$ cat config.mk
export PLATFORM = sky130hd
export DESIGN_NAME = mms_top
export DESIGN_NICKNAME = d
export VERILOG_FILES = /design/src/hw/mms_pkg.sv /design/src/hw/mms_sync.sv /design/src/hw/mms_top.sv
export SDC_FILE = /design/constraint.sdc
export NUM_CORES = 1
export LEC_CHECK = 0
export ABC_AREA = 1
export BUFFER_PORTS_ARGS = -buffer_cell sky130_fd_sc_hd__buf_2
export CORE_MARGIN = 10
export CORE_UTILIZATION = 52
export DETAILED_ROUTE_END_ITERATION = 10
export GPL_ROUTABILITY_DRIVEN = 0
export GPL_TIMING_DRIVEN = 0
export PLACE_DENSITY = 0.77
export SLEW_MARGIN = 20
export SYNTH_ARGS = -nofsm -noshare
export SYNTH_HDL_FRONTEND = slang
export SYNTH_HIERARCHICAL = 1
export SYNTH_SLANG_ARGS = --single-unit
$ cat constraint.sdc
create_clock -name clk -period 2.25 [get_ports clk]
set_input_delay 0.45 -clock clk [delete_from_list [all_inputs] [get_ports clk]]
set_output_delay 0.45 -clock clk [all_outputs]
set_load 0.01 [all_outputs]
$ cat src/hw/mms_pkg.sv
// shared constants for the memory map size and programming mode select block
package mms_pkg;

    // register reset values
    localparam logic [7:0] MEM_SIZE_RESET = 8'hcf;
    localparam logic [7:0] XRAM_SIZE_RESET = 8'h0c;

    // memory size select codes
    localparam logic [7:0] MEM_CODE_16K = 8'hc4;
    localparam logic [7:0] MEM_CODE_24K = 8'hc6;
    localparam logic [7:0] MEM_CODE_32K = 8'hc8;
    localparam logic [7:0] MEM_CODE_48K = 8'hcc;
    localparam logic [7:0] MEM_CODE_60K = 8'hcf;

    // rom sizes in kilobytes
    localparam logic [5:0] ROM_KB_16 = 6'h10;
    localparam logic [5:0] ROM_KB_24 = 6'h18;
    localparam logic [5:0] ROM_KB_32 = 6'h20;
    localparam logic [5:0] ROM_KB_48 = 6'h30;
    localparam logic [5:0] ROM_KB_60 = 6'h3c;

    // expansion ram select codes and size
    localparam logic [7:0] XRAM_CODE_NONE = 8'h0c;
    localparam logic [7:0] XRAM_CODE_1K = 8'h0a;
    localparam logic [10:0] XRAM_BYTES_1K = 11'h400;
    localparam logic [10:0] XRAM_BYTES_NONE = 11'h000;

    // programming voltage pulse counts per mode
    localparam logic [3:0] PULSES_CSI = 4'h0;
    localparam logic [3:0] PULSES_CSI_SHAKE = 4'h3;
    localparam logic [3:0] PULSES_UART = 4'h8;
    localparam logic [3:0] PULSES_PORT = 4'hc;
    localparam logic [3:0] PULSE_COUNT_MAX = 4'hf;

    // communication modes, one-hot
    typedef enum logic [4:0] {
        MMS_MODE_NONE = 5'h01,
        MMS_MODE_CSI = 5'h02,
        MMS_MODE_CSI_SHAKE = 5'h04,
        MMS_MODE_UART = 5'h08,
        MMS_MODE_PORT = 5'h10
    } mms_mode_t;

    // pulse decoder states, one-hot
    typedef enum logic [3:0] {
        MMS_ST_IDLE = 4'h1,
        MMS_ST_COUNT = 4'h2,
        MMS_ST_DONE = 4'h4,
        MMS_ST_BAD = 4'h8
    } mms_state_t;

endpackage

$ cat src/hw/mms_sync.sv
// two flip-flop synchroniser for pin inputs
`timescale 1ns/1ns
`default_nettype none
module mms_sync (
    // clock and reset
    input wire logic clk,
    input wire logic rst_n,
    // data
    input wire logic d,
    output logic q
);
    logic meta_reg;

    always_ff @(posedge clk or negedge rst_n) begin
        if (!rst_n) begin
            meta_reg <= 1'b0;
            q <= 1'b0;
        end else begin
            meta_reg <= d;
            q <= meta_reg;
        end
    end
endmodule
`default_nettype wire

$ cat src/hw/mms_top.sv
// memory map size registers and programming mode decoder
`timescale 1ns/1ns
`default_nettype none

////////////////////////////////////////////////////////////////////////////////
// How it works
// - reset loads the memory size select register with cfh, the full rom map.
// - software writes the memory size select register with one 8-bit data write.
// - the visible rom size follows the memory size select register, 16 kb up to 60 kb.
// - code c4h gives 16 kb, c6h 24 kb, c8h 32 kb, cch 48 kb and cfh 60 kb.
// - reset loads the expansion ram size select register with 0ch, no expansion ram.
// - software writes the expansion ram size select register with one 8-bit data write.
// - code 0ch maps no expansion ram and code 0ah maps 1,024 bytes.
// - the count of programming voltage pulses picks the mode: 0, 3, 8 or 12.
// - in port-emulated mode software toggles port pins and no serial hardware runs.
// - in programming mode every pin not used for the link stays in its reset state.
module mms_top (
    // clock and reset
    input wire logic clk,
    input wire logic rst_n,
    // cpu data write port
    input wire logic mem_size_wr,
    input wire logic xram_size_wr,
    input wire logic [7:0] wr_data,
    // register readback
    output logic [7:0] memory_size_select,
    output logic [7:0] expansion_ram_size_select,
    // resulting map
    output logic [5:0] rom_size_kb,
    output logic [10:0] xram_size_bytes,
    output logic xram_enable,
    // programming voltage pin, pulse train ends at transfer_start
    input wire logic prog_voltage_pin,
    input wire logic transfer_start,
    // decoded programming mode
    output logic prog_mode_active,
    output logic prog_mode_valid,
    output logic prog_mode_error,
    output logic clocked_serial_channel_en,
    output logic handshake_line_en,
    output logic async_serial_channel_zero_en,
    output logic port_emulated_en,
    output logic hold_other_pins_reset
);

    ////////////////////////////////////////////////////////////////////////////
    // size registers

    always_ff @(posedge clk or negedge rst_n) begin
        if (!rst_n) begin
            memory_size_select <= mms_pkg::MEM_SIZE_RESET;
        end else if (mem_size_wr) begin
            memory_size_select <= wr_data;
        end
    end

    always_ff @(posedge clk or negedge rst_n) begin
        if (!rst_n) begin
            expansion_ram_size_select <= mms_pkg::XRAM_SIZE_RESET;
        end else if (xram_size_wr) begin
            expansion_ram_size_select <= wr_data;
        end
    end

    // unlisted codes fall back to the full map so fetches never vanish
    function automatic logic [5:0] rom_kb(input logic [7:0] code);
        unique case (code)
            mms_pkg::MEM_CODE_16K: rom_kb = mms_pkg::ROM_KB_16;
            mms_pkg::MEM_CODE_24K: rom_kb = mms_pkg::ROM_KB_24;
            mms_pkg::MEM_CODE_32K: rom_kb = mms_pkg::ROM_KB_32;
            mms_pkg::MEM_CODE_48K: rom_kb = mms_pkg::ROM_KB_48;
            default: rom_kb = mms_pkg::ROM_KB_60;
        endcase
    endfunction

    always_ff @(posedge clk or negedge rst_n) begin
        if (!rst_n) begin
            rom_size_kb <= mms_pkg::ROM_KB_60;
        end else begin
            rom_size_kb <= rom_kb(memory_size_select);
        end
    end

    // 0ch and any unlisted code map nothing
    function automatic logic [10:0] xram_bytes(input logic [7:0] code);
        if (code == mms_pkg::XRAM_CODE_1K) begin
            xram_bytes = mms_pkg::XRAM_BYTES_1K;
        end else begin
            xram_bytes = mms_pkg::XRAM_BYTES_NONE;
        end
    endfunction

    always_ff @(posedge clk or negedge rst_n) begin
        if (!rst_n) begin
            xram_size_bytes <= mms_pkg::XRAM_BYTES_NONE;
        end else begin
            xram_size_bytes <= xram_bytes(expansion_ram_size_select);
        end
    end

    always_ff @(posedge clk or negedge rst_n) begin
        if (!rst_n) begin
            xram_enable <= 1'b0;
        end else begin
            xram_enable <= (xram_bytes(expansion_ram_size_select) != mms_pkg::XRAM_BYTES_NONE);
        end
    end

    ////////////////////////////////////////////////////////////////////////////
    // programming mode pulse decoder

    logic vpp_s;
    logic start_s;
    logic vpp_prev_reg;
    logic vpp_rise;
    logic [3:0] pulse_cnt_reg;
    mms_pkg::mms_state_t state_reg;
    mms_pkg::mms_mode_t mode_reg;

    mms_sync u_sync_vpp (
        .clk(clk),
        .rst_n(rst_n),
        .d(prog_voltage_pin),
        .q(vpp_s)
    );

    mms_sync u_sync_start (
        .clk(clk),
        .rst_n(rst_n),
        .d(transfer_start),
        .q(start_s)
    );

    always_ff @(posedge clk or negedge rst_n) begin
        if (!rst_n) begin
            vpp_prev_reg <= 1'b0;
        end else begin
            vpp_prev_reg <= vpp_s;
        end
    end

    // one strobe per synchronised rising edge; levels under two clocks are not guaranteed
    assign vpp_rise = vpp_s && !vpp_prev_reg;

    // entry has been seen once the decoder leaves idle
    function automatic logic entry_seen(input mms_pkg::mms_state_t st);
        entry_seen = (st != mms_pkg::MMS_ST_IDLE);
    endfunction

    function automatic mms_pkg::mms_mode_t decode_mode(input logic [3:0] n);
        unique case (n)
            mms_pkg::PULSES_CSI: decode_mode = mms_pkg::MMS_MODE_CSI;
            mms_pkg::PULSES_CSI_SHAKE: decode_mode = mms_pkg::MMS_MODE_CSI_SHAKE;
            mms_pkg::PULSES_UART: decode_mode = mms_pkg::MMS_MODE_UART;
            mms_pkg::PULSES_PORT: decode_mode = mms_pkg::MMS_MODE_PORT;
            default: decode_mode = mms_pkg::MMS_MODE_NONE;
        endcase
    endfunction

    // the first rising edge marks entry; the end state holds until reset
    always_ff @(posedge clk or negedge rst_n) begin
        if (!rst_n) begin
            state_reg <= mms_pkg::MMS_ST_IDLE;
        end else begin
            unique case (state_reg)
                mms_pkg::MMS_ST_IDLE: begin
                    if (vpp_rise) begin
                        state_reg <= mms_pkg::MMS_ST_COUNT;
                    end
                end
                mms_pkg::MMS_ST_COUNT: begin
                    if (start_s) begin
                        if (decode_mode(pulse_cnt_reg) == mms_pkg::MMS_MODE_NONE) begin
                            state_reg <= mms_pkg::MMS_ST_BAD;
                        end else begin
                            state_reg <= mms_pkg::MMS_ST_DONE;
                        end
                    end
                end
                mms_pkg::MMS_ST_DONE: begin
                end
                mms_pkg::MMS_ST_BAD: begin
                end
            endcase
        end
    end

    // the entry edge is not counted, so a lone entry pulse means zero
    always_ff @(posedge clk or negedge rst_n) begin
        if (!rst_n) begin
            pulse_cnt_reg <= mms_pkg::PULSES_CSI;
        end else if (state_reg == mms_pkg::MMS_ST_COUNT && !start_s && vpp_rise) begin
            // saturate so a long train cannot wrap onto a valid count
            if (pulse_cnt_reg != mms_pkg::PULSE_COUNT_MAX) begin
                pulse_cnt_reg <= pulse_cnt_reg + 4'h1;
            end
        end
    end

    always_ff @(posedge clk or negedge rst_n) begin
        if (!rst_n) begin
            mode_reg <= mms_pkg::MMS_MODE_NONE;
        end else if (state_reg == mms_pkg::MMS_ST_COUNT && start_s) begin
            mode_reg <= decode_mode(pulse_cnt_reg);
        end
    end

    ////////////////////////////////////////////////////////////////////////////
    // mode outputs

    // mode is latched until reset; a new entry needs a fresh reset
    always_ff @(posedge clk or negedge rst_n) begin
        if (!rst_n) begin
            prog_mode_active <= 1'b0;
        end else begin
            prog_mode_active <= entry_seen(state_reg);
        end
    end

    // from entry on, pins left out of the link keep their reset state
    always_ff @(posedge clk or negedge rst_n) begin
        if (!rst_n) begin
            hold_other_pins_reset <= 1'b0;
        end else begin
            hold_other_pins_reset <= entry_seen(state_reg);
        end
    end

    always_ff @(posedge clk or negedge rst_n) begin
        if (!rst_n) begin
            prog_mode_valid <= 1'b0;
            prog_mode_error <= 1'b0;
        end else begin
            prog_mode_valid <= (state_reg == mms_pkg::MMS_ST_DONE);
            prog_mode_error <= (state_reg == mms_pkg::MMS_ST_BAD);
        end
    end

    always_ff @(posedge clk or negedge rst_n) begin
        if (!rst_n) begin
            clocked_serial_channel_en <= 1'b0;
        end else begin
            clocked_serial_channel_en <= (mode_reg == mms_pkg::MMS_MODE_CSI)
                || (mode_reg == mms_pkg::MMS_MODE_CSI_SHAKE);
        end
    end

    always_ff @(posedge clk or negedge rst_n) begin
        if (!rst_n) begin
            handshake_line_en <= 1'b0;
        end else begin
            handshake_line_en <= (mode_reg == mms_pkg::MMS_MODE_CSI_SHAKE);
        end
    end

    always_ff @(posedge clk or negedge rst_n) begin
        if (!rst_n) begin
            async_serial_channel_zero_en <= 1'b0;
        end else begin
            async_serial_channel_zero_en <= (mode_reg == mms_pkg::MMS_MODE_UART);
        end
    end

    // no serial hardware enabled, software drives the port pins
    always_ff @(posedge clk or negedge rst_n) begin
        if (!rst_n) begin
            port_emulated_en <= 1'b0;
        end else begin
            port_emulated_en <= (mode_reg == mms_pkg::MMS_MODE_PORT);
        end
    end

endmodule
`default_nettype wire

==> results of run 1 <==
## layer usage
metal | track usage | wire, um
met3 | 0.0389 | 283
met2 | 0.195 | 1790
met1 | 0.125 | 1530
met4 | 0.0561 | 69
met5 | 0 | 0
## Yosys cell counts
cell type,n,share of area
nand3_1,10,0.025
nor3_1,5,0.012
o21ai_0,10,0.025
nand2_4,3,0.017
nand3_2,3,0.015
or2_1,2,0.0062
dfrtp_1,32,0.40
nand4_1,5,0.015
buf_4,14,0.052
conb_1,1,0.0019
nor2_8,1,0.0099
dfstp_2,14,0.18
buf_2,2,0.0050
mux2_2,8,0.045
nand2_1,38,0.071
nor2_2,1,0.0031
ha_1,2,0.012
o21ai_2,5,0.022
nor2_1,11,0.020
o211ai_1,1,0.0037
nor4_1,1,0.0031
nand2_2,1,0.0031
nor2_4,1,0.0056
xor2_1,1,0.0043
buf_6,1,0.0056
inv_1,17,0.032
inv_2,4,0.0074
## power groups by stage
| stage | clock, mW | combinational (mW) | sequential (mW) |
|---|---|---|---|
| finish | 0.482 | 0.151 | 0.893 |
| global route | 0.533 | 0.169 | 0.899 |
| CTS | 0.493 | 0.154 | 0.893 |
| detailed placement | 0 | 0.154 | 0.909 |
| global placement | 0 | 0.151 | 0.907 |
| floorplan | 0 | 0.0682 | 0.922 |
## through the flow
step / hold WS, ps / std cells / instance area (sq um)
after floorplan: 154 / 205 / 2060
after global placement: 333 / 295 / 2330
after detailed placement: 343 / 295 / 2330
after CTS: 248 / 303 / 2410
after global routing: 235 / 303 / 2410
final: 256 / 303 / 2410
## kinds of logic (layout without fill, tap and decap cells)
family | after synthesis | after routing | synth area share
fa+ha+maj | 2 | 2 | 0.0124
mux | 8 | 8 | 0.0446
simple gates | 82 | 82 | 0.206
compound gates | 16 | 16 | 0.0502
buf+inv | 38 | 88 | 0.102
flops | 46 | 46 | 0.579
xor+xnor | 1 | 1 | 0.00434
other cells | 1 | 12 | 0.00186
## final cells by class
cell class	instances	area, sq um	area share
inverters	21	78.8	0.0327
well taps	48	60.1	0.0249
flip-flops and latches	46	1170	0.484
clock inverters	1	6.26	0.00259
multi-input cells	121	687	0.285
clock buffers	7	76.3	0.0316
plain buffers	17	126	0.0524
repair buffers	42	210	0.0871
## worst paths after layout
path                                                       endpoint  slack, ps  depth (start not counted)
setup / recovery                              memory_size_select[0]        800                          1
setup reg to reg                       pulse_cnt_reg[1]$_DFFE_PN0P_        970                          7
hold / removal                      u_sync_start/meta_reg$_DFF_PN0_        260                          1
hold reg to reg                              u_sync_vpp/q$_DFF_PN0_        350                          0
max in group asynchronous                   mode_reg[3]$_DFFE_PN0P_       1370                          1
min in group asynchronous  expansion_ram_size_select[6]$_DFFE_PN0P_        290                          1
==> impl_metrics.ini, run 1 <==
[yosys]
ys_types = 27
syn_avg_cell_area_sq_um = 10.4
syn_area_sq_um = 2020
syn_inst = 194
synth-seq-cells = 46
ys_seq_area_frac = 0.579
yosysWarnings = 6

[clock_tree]
cts_resized = 0
clk_pin_slew_worst_paths_ps = 80
htreeDepth = 2
root_buffer = clkbuf_8
ctsHoldBuffers = 0
cts_sinks = 46
clock_tree.buffer_depth = 2
cts_made_buffers = 5
insertion_delay_ps = 290
cts_tree = built
cts_setup_buffers = 0

[final_layout]
utilization = 0.649
syn_to_final_growth_pct = 19.5
nFillCells = 322
final_cell_mix = 44 x buf_2, 38 x nand2_1, 32 x dfrtp_1
nets = 270
drive_above_1_share = 0.416
final_common_cell = buf_2
antenna_cells = 0

[worst_setup_path]
cp.arrival_ps = 1000
slowest_stage = dfstp_2
startpoint_type = flop
critical_path_class = flop to output port
crit_chain = buf_2
critical_path.max_fanout = 5
cp.required_ps = 1800
crit-reg2reg-launch = pulse_cnt_reg[0]$_DFFE_PN0P_
cp_num_buf_inv = 1
crit_start = memory_size_select[0]$_DFFE_PN1P_
cp-end-kind = output port
crit_family = flip-flops
cpPeakStageDelay_ps = 570

[place]
dp_hpwl_um = 2850
pre_cts_ws_ps = 947
io_buffers = 42

[timing]
fin_crit_ps = 1450
relSlewSlack = 0.373
worst_slew_pin_slew_ps = 941
tns_ps = 0
hold_violations = 0
finalSetupViolCount = 0
fin_crit_sh = 0.647
drv_slew = 0
grt_setup_unrepaired = no
fin_ws_ps = 795
fmax_mhz = 687
skew_ps = 4.74

[floorplanning]
core_area_sq_um = 3720
start_util = 0.543
io_pins = 56
die_w_um = 82.3
die_h_um = 82.3
std_cell_rows = 22
dieArea_sq_um = 6780

[route]
dr_total_vias = 1411
finalWirelength_um = 3670
drt-pass1-iter-count = 4
viasPerCell = 4.66
final_antenna_net_count = 0
drt_iter0_drc = 60
avgRoutedWirePerCell_um = 12.1
drc = 0

[global_routing]
overflow = 0
grt_use_total = 0.115
antenna_found_initial = 0
grt_first_pass_wirelength_um = 5930
grt_pass1_vias = 1350
grt_max_degree = 47

[power]
p_clk_frac = 0.316
p_switching_uw = 370
power_mw = 1.53
p_int_mw = 1.16
combPwrFrac = 0.099
p_leak_nw = 1.26
seqPwrFrac = 0.585
worst_ir_drop_vdd_v = 0.000494
p_per_area_nw_per_um2 = 633
switching_share = 0.243

[run_status]
status = completed

[run]
max_cap_viol_count = 0

[worst_hold_path]
holdCritPathClass = input port to flop
hp-start = transfer_start
Note: power is estimated with default switching activity, not from simulation.
==> run 2, diff against run 1 <==
Settings changed: ABC_AREA 1 to 0, CORE_UTILIZATION 52 to 46, PLACE_DENSITY 0.77 to 0.73.
Clock period 2.25 ns to 1.25 ns, I/O delays scaled along.
==> impl_metrics.ini, run 2 <==
[final_layout]
final_common_cell = buf_2
syn_to_final_growth_pct = 32.8
final_cells = 267
drive_above_1_share = 0.562
antenna_cells = 0
nFillCells = 301
utilization = 0.633
final_area_sq_um = 2530
final_cell_mix = 33 x buf_2, 30 x dfrtp_1, 25 x buf_4
nets = 232

[yosys]
synth_top_cell_area_share = 0.420
synthAdderAreaFrac = 0.0131
yosysTopAreaCell = dfrtp_1
yosys.area_share.simple = 0.137
syn_area_sq_um = 1910
synth-main-ff-cell = dfrtp_1
synth_compound_area_frac = 0.0420
ys_types = 34
synth-seq-cells = 46
synth_top_family_by_area = simple AND/OR/NAND/NOR gates
syn_avg_cell_area_sq_um = 13.3
synth_mux_area_frac = 0.108
async_flop_share = 1.00
synthTopCellsByArea = dfrtp_1 42%, dfstp_2 19%, mux2_2 9.4%, buf_4 5.5%, nor2_1 1.6%
syn_inst = 143
synth.most_common_cell = dfrtp_1
synth-edff-count = 0
synth_top_cells_by_count = 32 x dfrtp_1, 16 x mux2_2, 14 x buf_4, 14 x dfstp_2, 8 x nor2_1
ys_seq_area_frac = 0.613
yosysWarnings = 6
synth-xor-area-share = 0.0138

[worst_setup_path]
cp.arrival_ps = 1600
critical_path_class = flop to flop
cp_num_buf_inv = 1
crit_chain = nor4b_4 -> buf_4 -> nand4b_1 -> mux2_4
crit_family = flip-flops
slowest_stage = dfrtp_2
startpoint_type = flop
cp.required_ps = 1440
cp-end-kind = flop
crit_start = state_reg[2]$_DFFE_PN0P_
r2r_cells = 4
path_depth = 4
cpPeakStageDelay_ps = 450
critical_path.max_fanout = 4
crit-reg2reg-launch = state_reg[2]$_DFFE_PN0P_

[route]
drc = 0
avgRoutedWirePerCell_um = 14.1
final_antenna_net_count = 0
finalWirelength_um = 3770
drt-pass1-iter-count = 4
dr_total_vias = 1283
viasPerCell = 4.81
drt_iter0_drc = 52

[power]
p_per_area_nw_per_um2 = 1120
worst_ir_drop_vdd_v = 0.000456
p_leak_nw = 1.24
power_mw = 2.85

[global_routing]
grt_first_pass_wirelength_um = 6290
grt_use_met2 = 0.173
grt_pass1_vias = 1300
grt_max_degree = 47
grt_use_total = 0.107
use_met1 = 0.118
gr-usage-met3 = 0.0541
grt.busiest_layer = met2
antenna_found_initial = 0
overflow = 0

[timing]
relSlewSlack = 0.356
grt_setup_unrepaired = yes
fin_crit_ps = 1410
fin_crit_sh = 1.13
fmax_mhz = 707
fin_ws_ps = -165
drv_slew = 0
hold_slack_ps = 53.4
finalSetupViolCount = 10
skew_ps = 5.77
worst_slew_pin_slew_ps = 966
hold_violations = 0

[floorplanning]
io_pins = 56
core_area_sq_um = 4000
start_util = 0.477
die_w_um = 84.4
std_cell_rows = 23
dieArea_sq_um = 7120
die_h_um = 84.4

[place]
dpl-instance-area_sq_um = 2220
dp_hpwl_um = 2650
dp.cells = 245
io_buffers = 41

[clock_tree]
cts_sinks = 46
cts_made_buffers = 5
clk_pin_slew_worst_paths_ps = 90
cts_tree = built
ctsHoldBuffers = 0
clock_tree.buffer_depth = 2
root_buffer = clkbuf_8
insertion_delay_ps = 300
htreeDepth = 2

[run_status]
status = complete, but fails checks
violations = setup timing

[worst_hold_path]
hold-path-cell-count = 1
hp-start = transfer_start
holdCritPathClass = input port to flop

[run]
max_cap_viol_count = 0
## run 2: cell types whose count changed after synthesis, sizes merged, moves of 4 or more
cell and change:
inv -16, mux2 +10, nand4 -5, nand3 -8, nor3 -5, nor2 -6, nand2 -35, and3 +4
o21ai -13
## run 2: cells by family after synthesis
logic type | count (synthesis)
DFF | 46
and+or+nand+nor | 40
buffers and inverters | 22
muxes | 18
AOI/OAI and AO/OA | 11
xor gates and xnor gates | 3
adders and majority gates | 2
other | 1
## run 2: worst reg2reg max path, cell delays in order, from the launching register on
cell and delay [ps]:
dfrtp_2 450, nor4b_4 240, buf_4 170, nand4b_1 130, mux2_4 310
## run 2: power by group
part / total [mW] / internal, mW / switching (mW)
registers: 1.63 / 1.57 / 0.0543
logic: 0.339 / 0.184 / 0.155
clock network: 0.884 / 0.392 / 0.491
## run 2: final cells by class
cell class / count / area [sq um] / share of cell area
flip-flops and latches: 46 / 1170 / 0.462
multi-input cells: 86 / 702 / 0.277
repair buffers: 55 / 372 / 0.147
plain buffers: 17 / 116 / 0.0459
clock buffers: 5 / 68.8 / 0.0272
well taps: 50 / 62.6 / 0.0247
clock inverters: 3 / 21.3 / 0.00840
inverters: 5 / 18.8 / 0.00741
## run 2: worst paths after layout
path                                                          endpoint  slack [ps]
worst min register to register                u_sync_start/q$_DFF_PN0_         350
max in group asynchronous                     state_reg[2]$_DFFE_PN0P_         490
worst max-delay path                      pulse_cnt_reg[2]$_DFFE_PN0P_        -160
min in group asynchronous       async_serial_channel_zero_en$_DFF_PN0_         100
worst min-delay path                   u_sync_start/meta_reg$_DFF_PN0_          50
worst max register to register            pulse_cnt_reg[2]$_DFFE_PN0P_        -160
## run 2: stage by stage
| stage | TNS [ps] | setup WS, ps |
|---|---|---|
| final | -881 | -165 |
| after floorplan | -244 | -96.9 |
| after CTS | -1310 | -194 |
| after global placement | -1280 | -185 |
| after global routing | -1930 | -272 |
| after detailed placement | -1350 | -196 |
## run 2: what timing repair did
action,in CTS,in global routing
setup buffers,9,5
setup endpoints to repair,18,22
pin swaps,1,6
resized for setup,6,19
## run 2: per-layer routing
metal | up-vias | share of wire
met4 | 0 | 0.015
met2 | 39 | 0.49
li1 | 615 | -
met1 | 621 | 0.41
met3 | 8 | 0.084
met5 | - | 0
==> run 3, diff against run 2 <==
Settings changed: CAP_MARGIN set to 20, PLACE_DENSITY 0.73 to 0.75.
Clock period 1.25 ns to 1.3 ns, I/O delays scaled along.
==> impl_metrics.ini, run 3 (synthesized netlist as in run 2, its figures left out) <==
[run_status]
status = complete, but fails checks
violations = setup timing

[worst_setup_path]
critical_path_class = flop to flop
startpoint_type = flop
cp.required_ps = 1490
cp-end-kind = flop
crit_chain = nor4b_4 -> nand4b_1 -> mux2_4
critical_path.max_fanout = 5
slowest_stage = dfrtp_2
cpPeakStageDelay_ps = 460
cp.arrival_ps = 1660

[floorplanning]
core_area_sq_um = 4000
dieArea_sq_um = 7120
io_pins = 56
std_cell_rows = 23
die_h_um = 84.4
start_util = 0.477
die_w_um = 84.4

[timing]
fmax_mhz = 680
tns_ps = -721
fin_crit_ps = 1470
worst_slew_pin_slew_ps = 976
relSlewSlack = 0.349
fin_ws_ps = -171
finalSetupViolCount = 9
skew_ps = 9.24
hold_violations = 0
grt_setup_unrepaired = yes
fin_crit_sh = 1.13
drv_slew = 0

[global_routing]
grt_use_total = 0.101
grt_first_pass_wirelength_um = 5870
grt_use_met2 = 0.162
antenna_found_initial = 0
overflow = 0
grt_max_degree = 47
grt.busiest_layer = met2
grt_pass1_vias = 1220
use_met1 = 0.110
gr-usage-met3 = 0.0522

[route]
finalWirelength_um = 3730
drt-pass1-iter-count = 4
drt_iter0_drc = 34
final_antenna_net_count = 0
avgRoutedWirePerCell_um = 14.3
viasPerCell = 4.82
dr_total_vias = 1264
drc = 0

[clock_tree]
root_buffer = clkbuf_8
cts_sinks = 46
htreeDepth = 2
cts_made_buffers = 5
cts_tree = built
clock_tree.buffer_depth = 2
ctsHoldBuffers = 0
insertion_delay_ps = 300
clk_pin_slew_worst_paths_ps = 90

[final_layout]
nets = 227
antenna_cells = 0
final_common_cell = buf_2
drive_above_1_share = 0.528
utilization = 0.610
syn_to_final_growth_pct = 27.9
final_cell_mix = 40 x buf_2, 31 x dfrtp_1, 22 x buf_4

[power]
p_per_area_nw_per_um2 = 1170
power_mw = 2.86
worst_ir_drop_vdd_v = 0.000551
p_leak_nw = 1.21

[place]
dp_hpwl_um = 2690
io_buffers = 41

[run]
max_cap_viol_count = 0

[worst_hold_path]
holdCritPathClass = input port to flop
run 3: cell types whose count changed in the layout (fill, tap and decap cells not counted), sizes merged:
cell | previous run | this run
clkinvlp | 1 | 0
buf | 69 | 64
clkbuf | 8 | 11
clkinv | 2 | 0
run 3: power breakdown:
| group | leakage, nW | total (mW) | internal, mW | switching (mW) |
|---|---|---|---|---|
| clock | 0.0566 | 1.01 | 0.549 | 0.464 |
| sequential | 0.557 | 1.56 | 1.51 | 0.0472 |
| combinational | 0.594 | 0.293 | 0.149 | 0.144 |
run 3: what timing repair did:
action / in CTS / in global routing
resized for setup: 2 / 7
hold endpoints to repair: 0 / 0
setup buffers: 4 / 5
cloned: 0 / 0
pin swaps: 1 / 1
endpoints found under the setup margin: 12 / 15
run 3: cell type report:
type	count	area [sq um]
Inverter	5	18.8
Fill cell	331	1560
Sequential cell	46	1170
Tap cell	50	62.6
Timing Repair Buffer	50	283
Multi-Input combinational cell	86	677
Buffer	17	116
Clock buffer	8	111
run 3: worst max-delay path, delay by kind of cell, from the launching register on:
family	cells	cell delay [ps]
AND/OR/NAND/NOR	2	580
flip-flops	1	460
multiplexers	1	320
run 3: final timing paths:
check	slack, ps	depth (start not counted)	end	from
max	-170	3	pulse_cnt_reg[2]$_DFFE_PN0P_	state_reg[2]$_DFFE_PN0P_
min	60	1	u_sync_vpp/meta_reg$_DFF_PN0_	prog_voltage_pin
max reg2reg	-170	3	pulse_cnt_reg[2]$_DFFE_PN0P_	state_reg[2]$_DFFE_PN0P_
min reg2reg	360	0	u_sync_start/q$_DFF_PN0_	u_sync_start/meta_reg$_DFF_PN0_
max in group asynchronous	530	1	state_reg[2]$_DFFE_PN0P_	rst_n
min in group asynchronous	120	1	handshake_line_en$_DFF_PN0_	rst_n
run 3: metal layers:
metal,share of wire,vias up
met1,0.41,618
met2,0.49,36
li1,-,605
met4,0.0096,0
met5,0,-
met3,0.087,5
run 3: through the flow:
step                      std cells  setup WS, ps  instance area (sq um)  hold WS [ps]
after floorplan                 154         -46.9                   1950         -35.6
after CTS                       257          -158                   2370          51.8
after global placement          245          -133                   2220           333
after global routing            262          -228                   2440          41.5
final                           262          -171                   2440          64.8
after detailed placement        245          -136                   2220           337
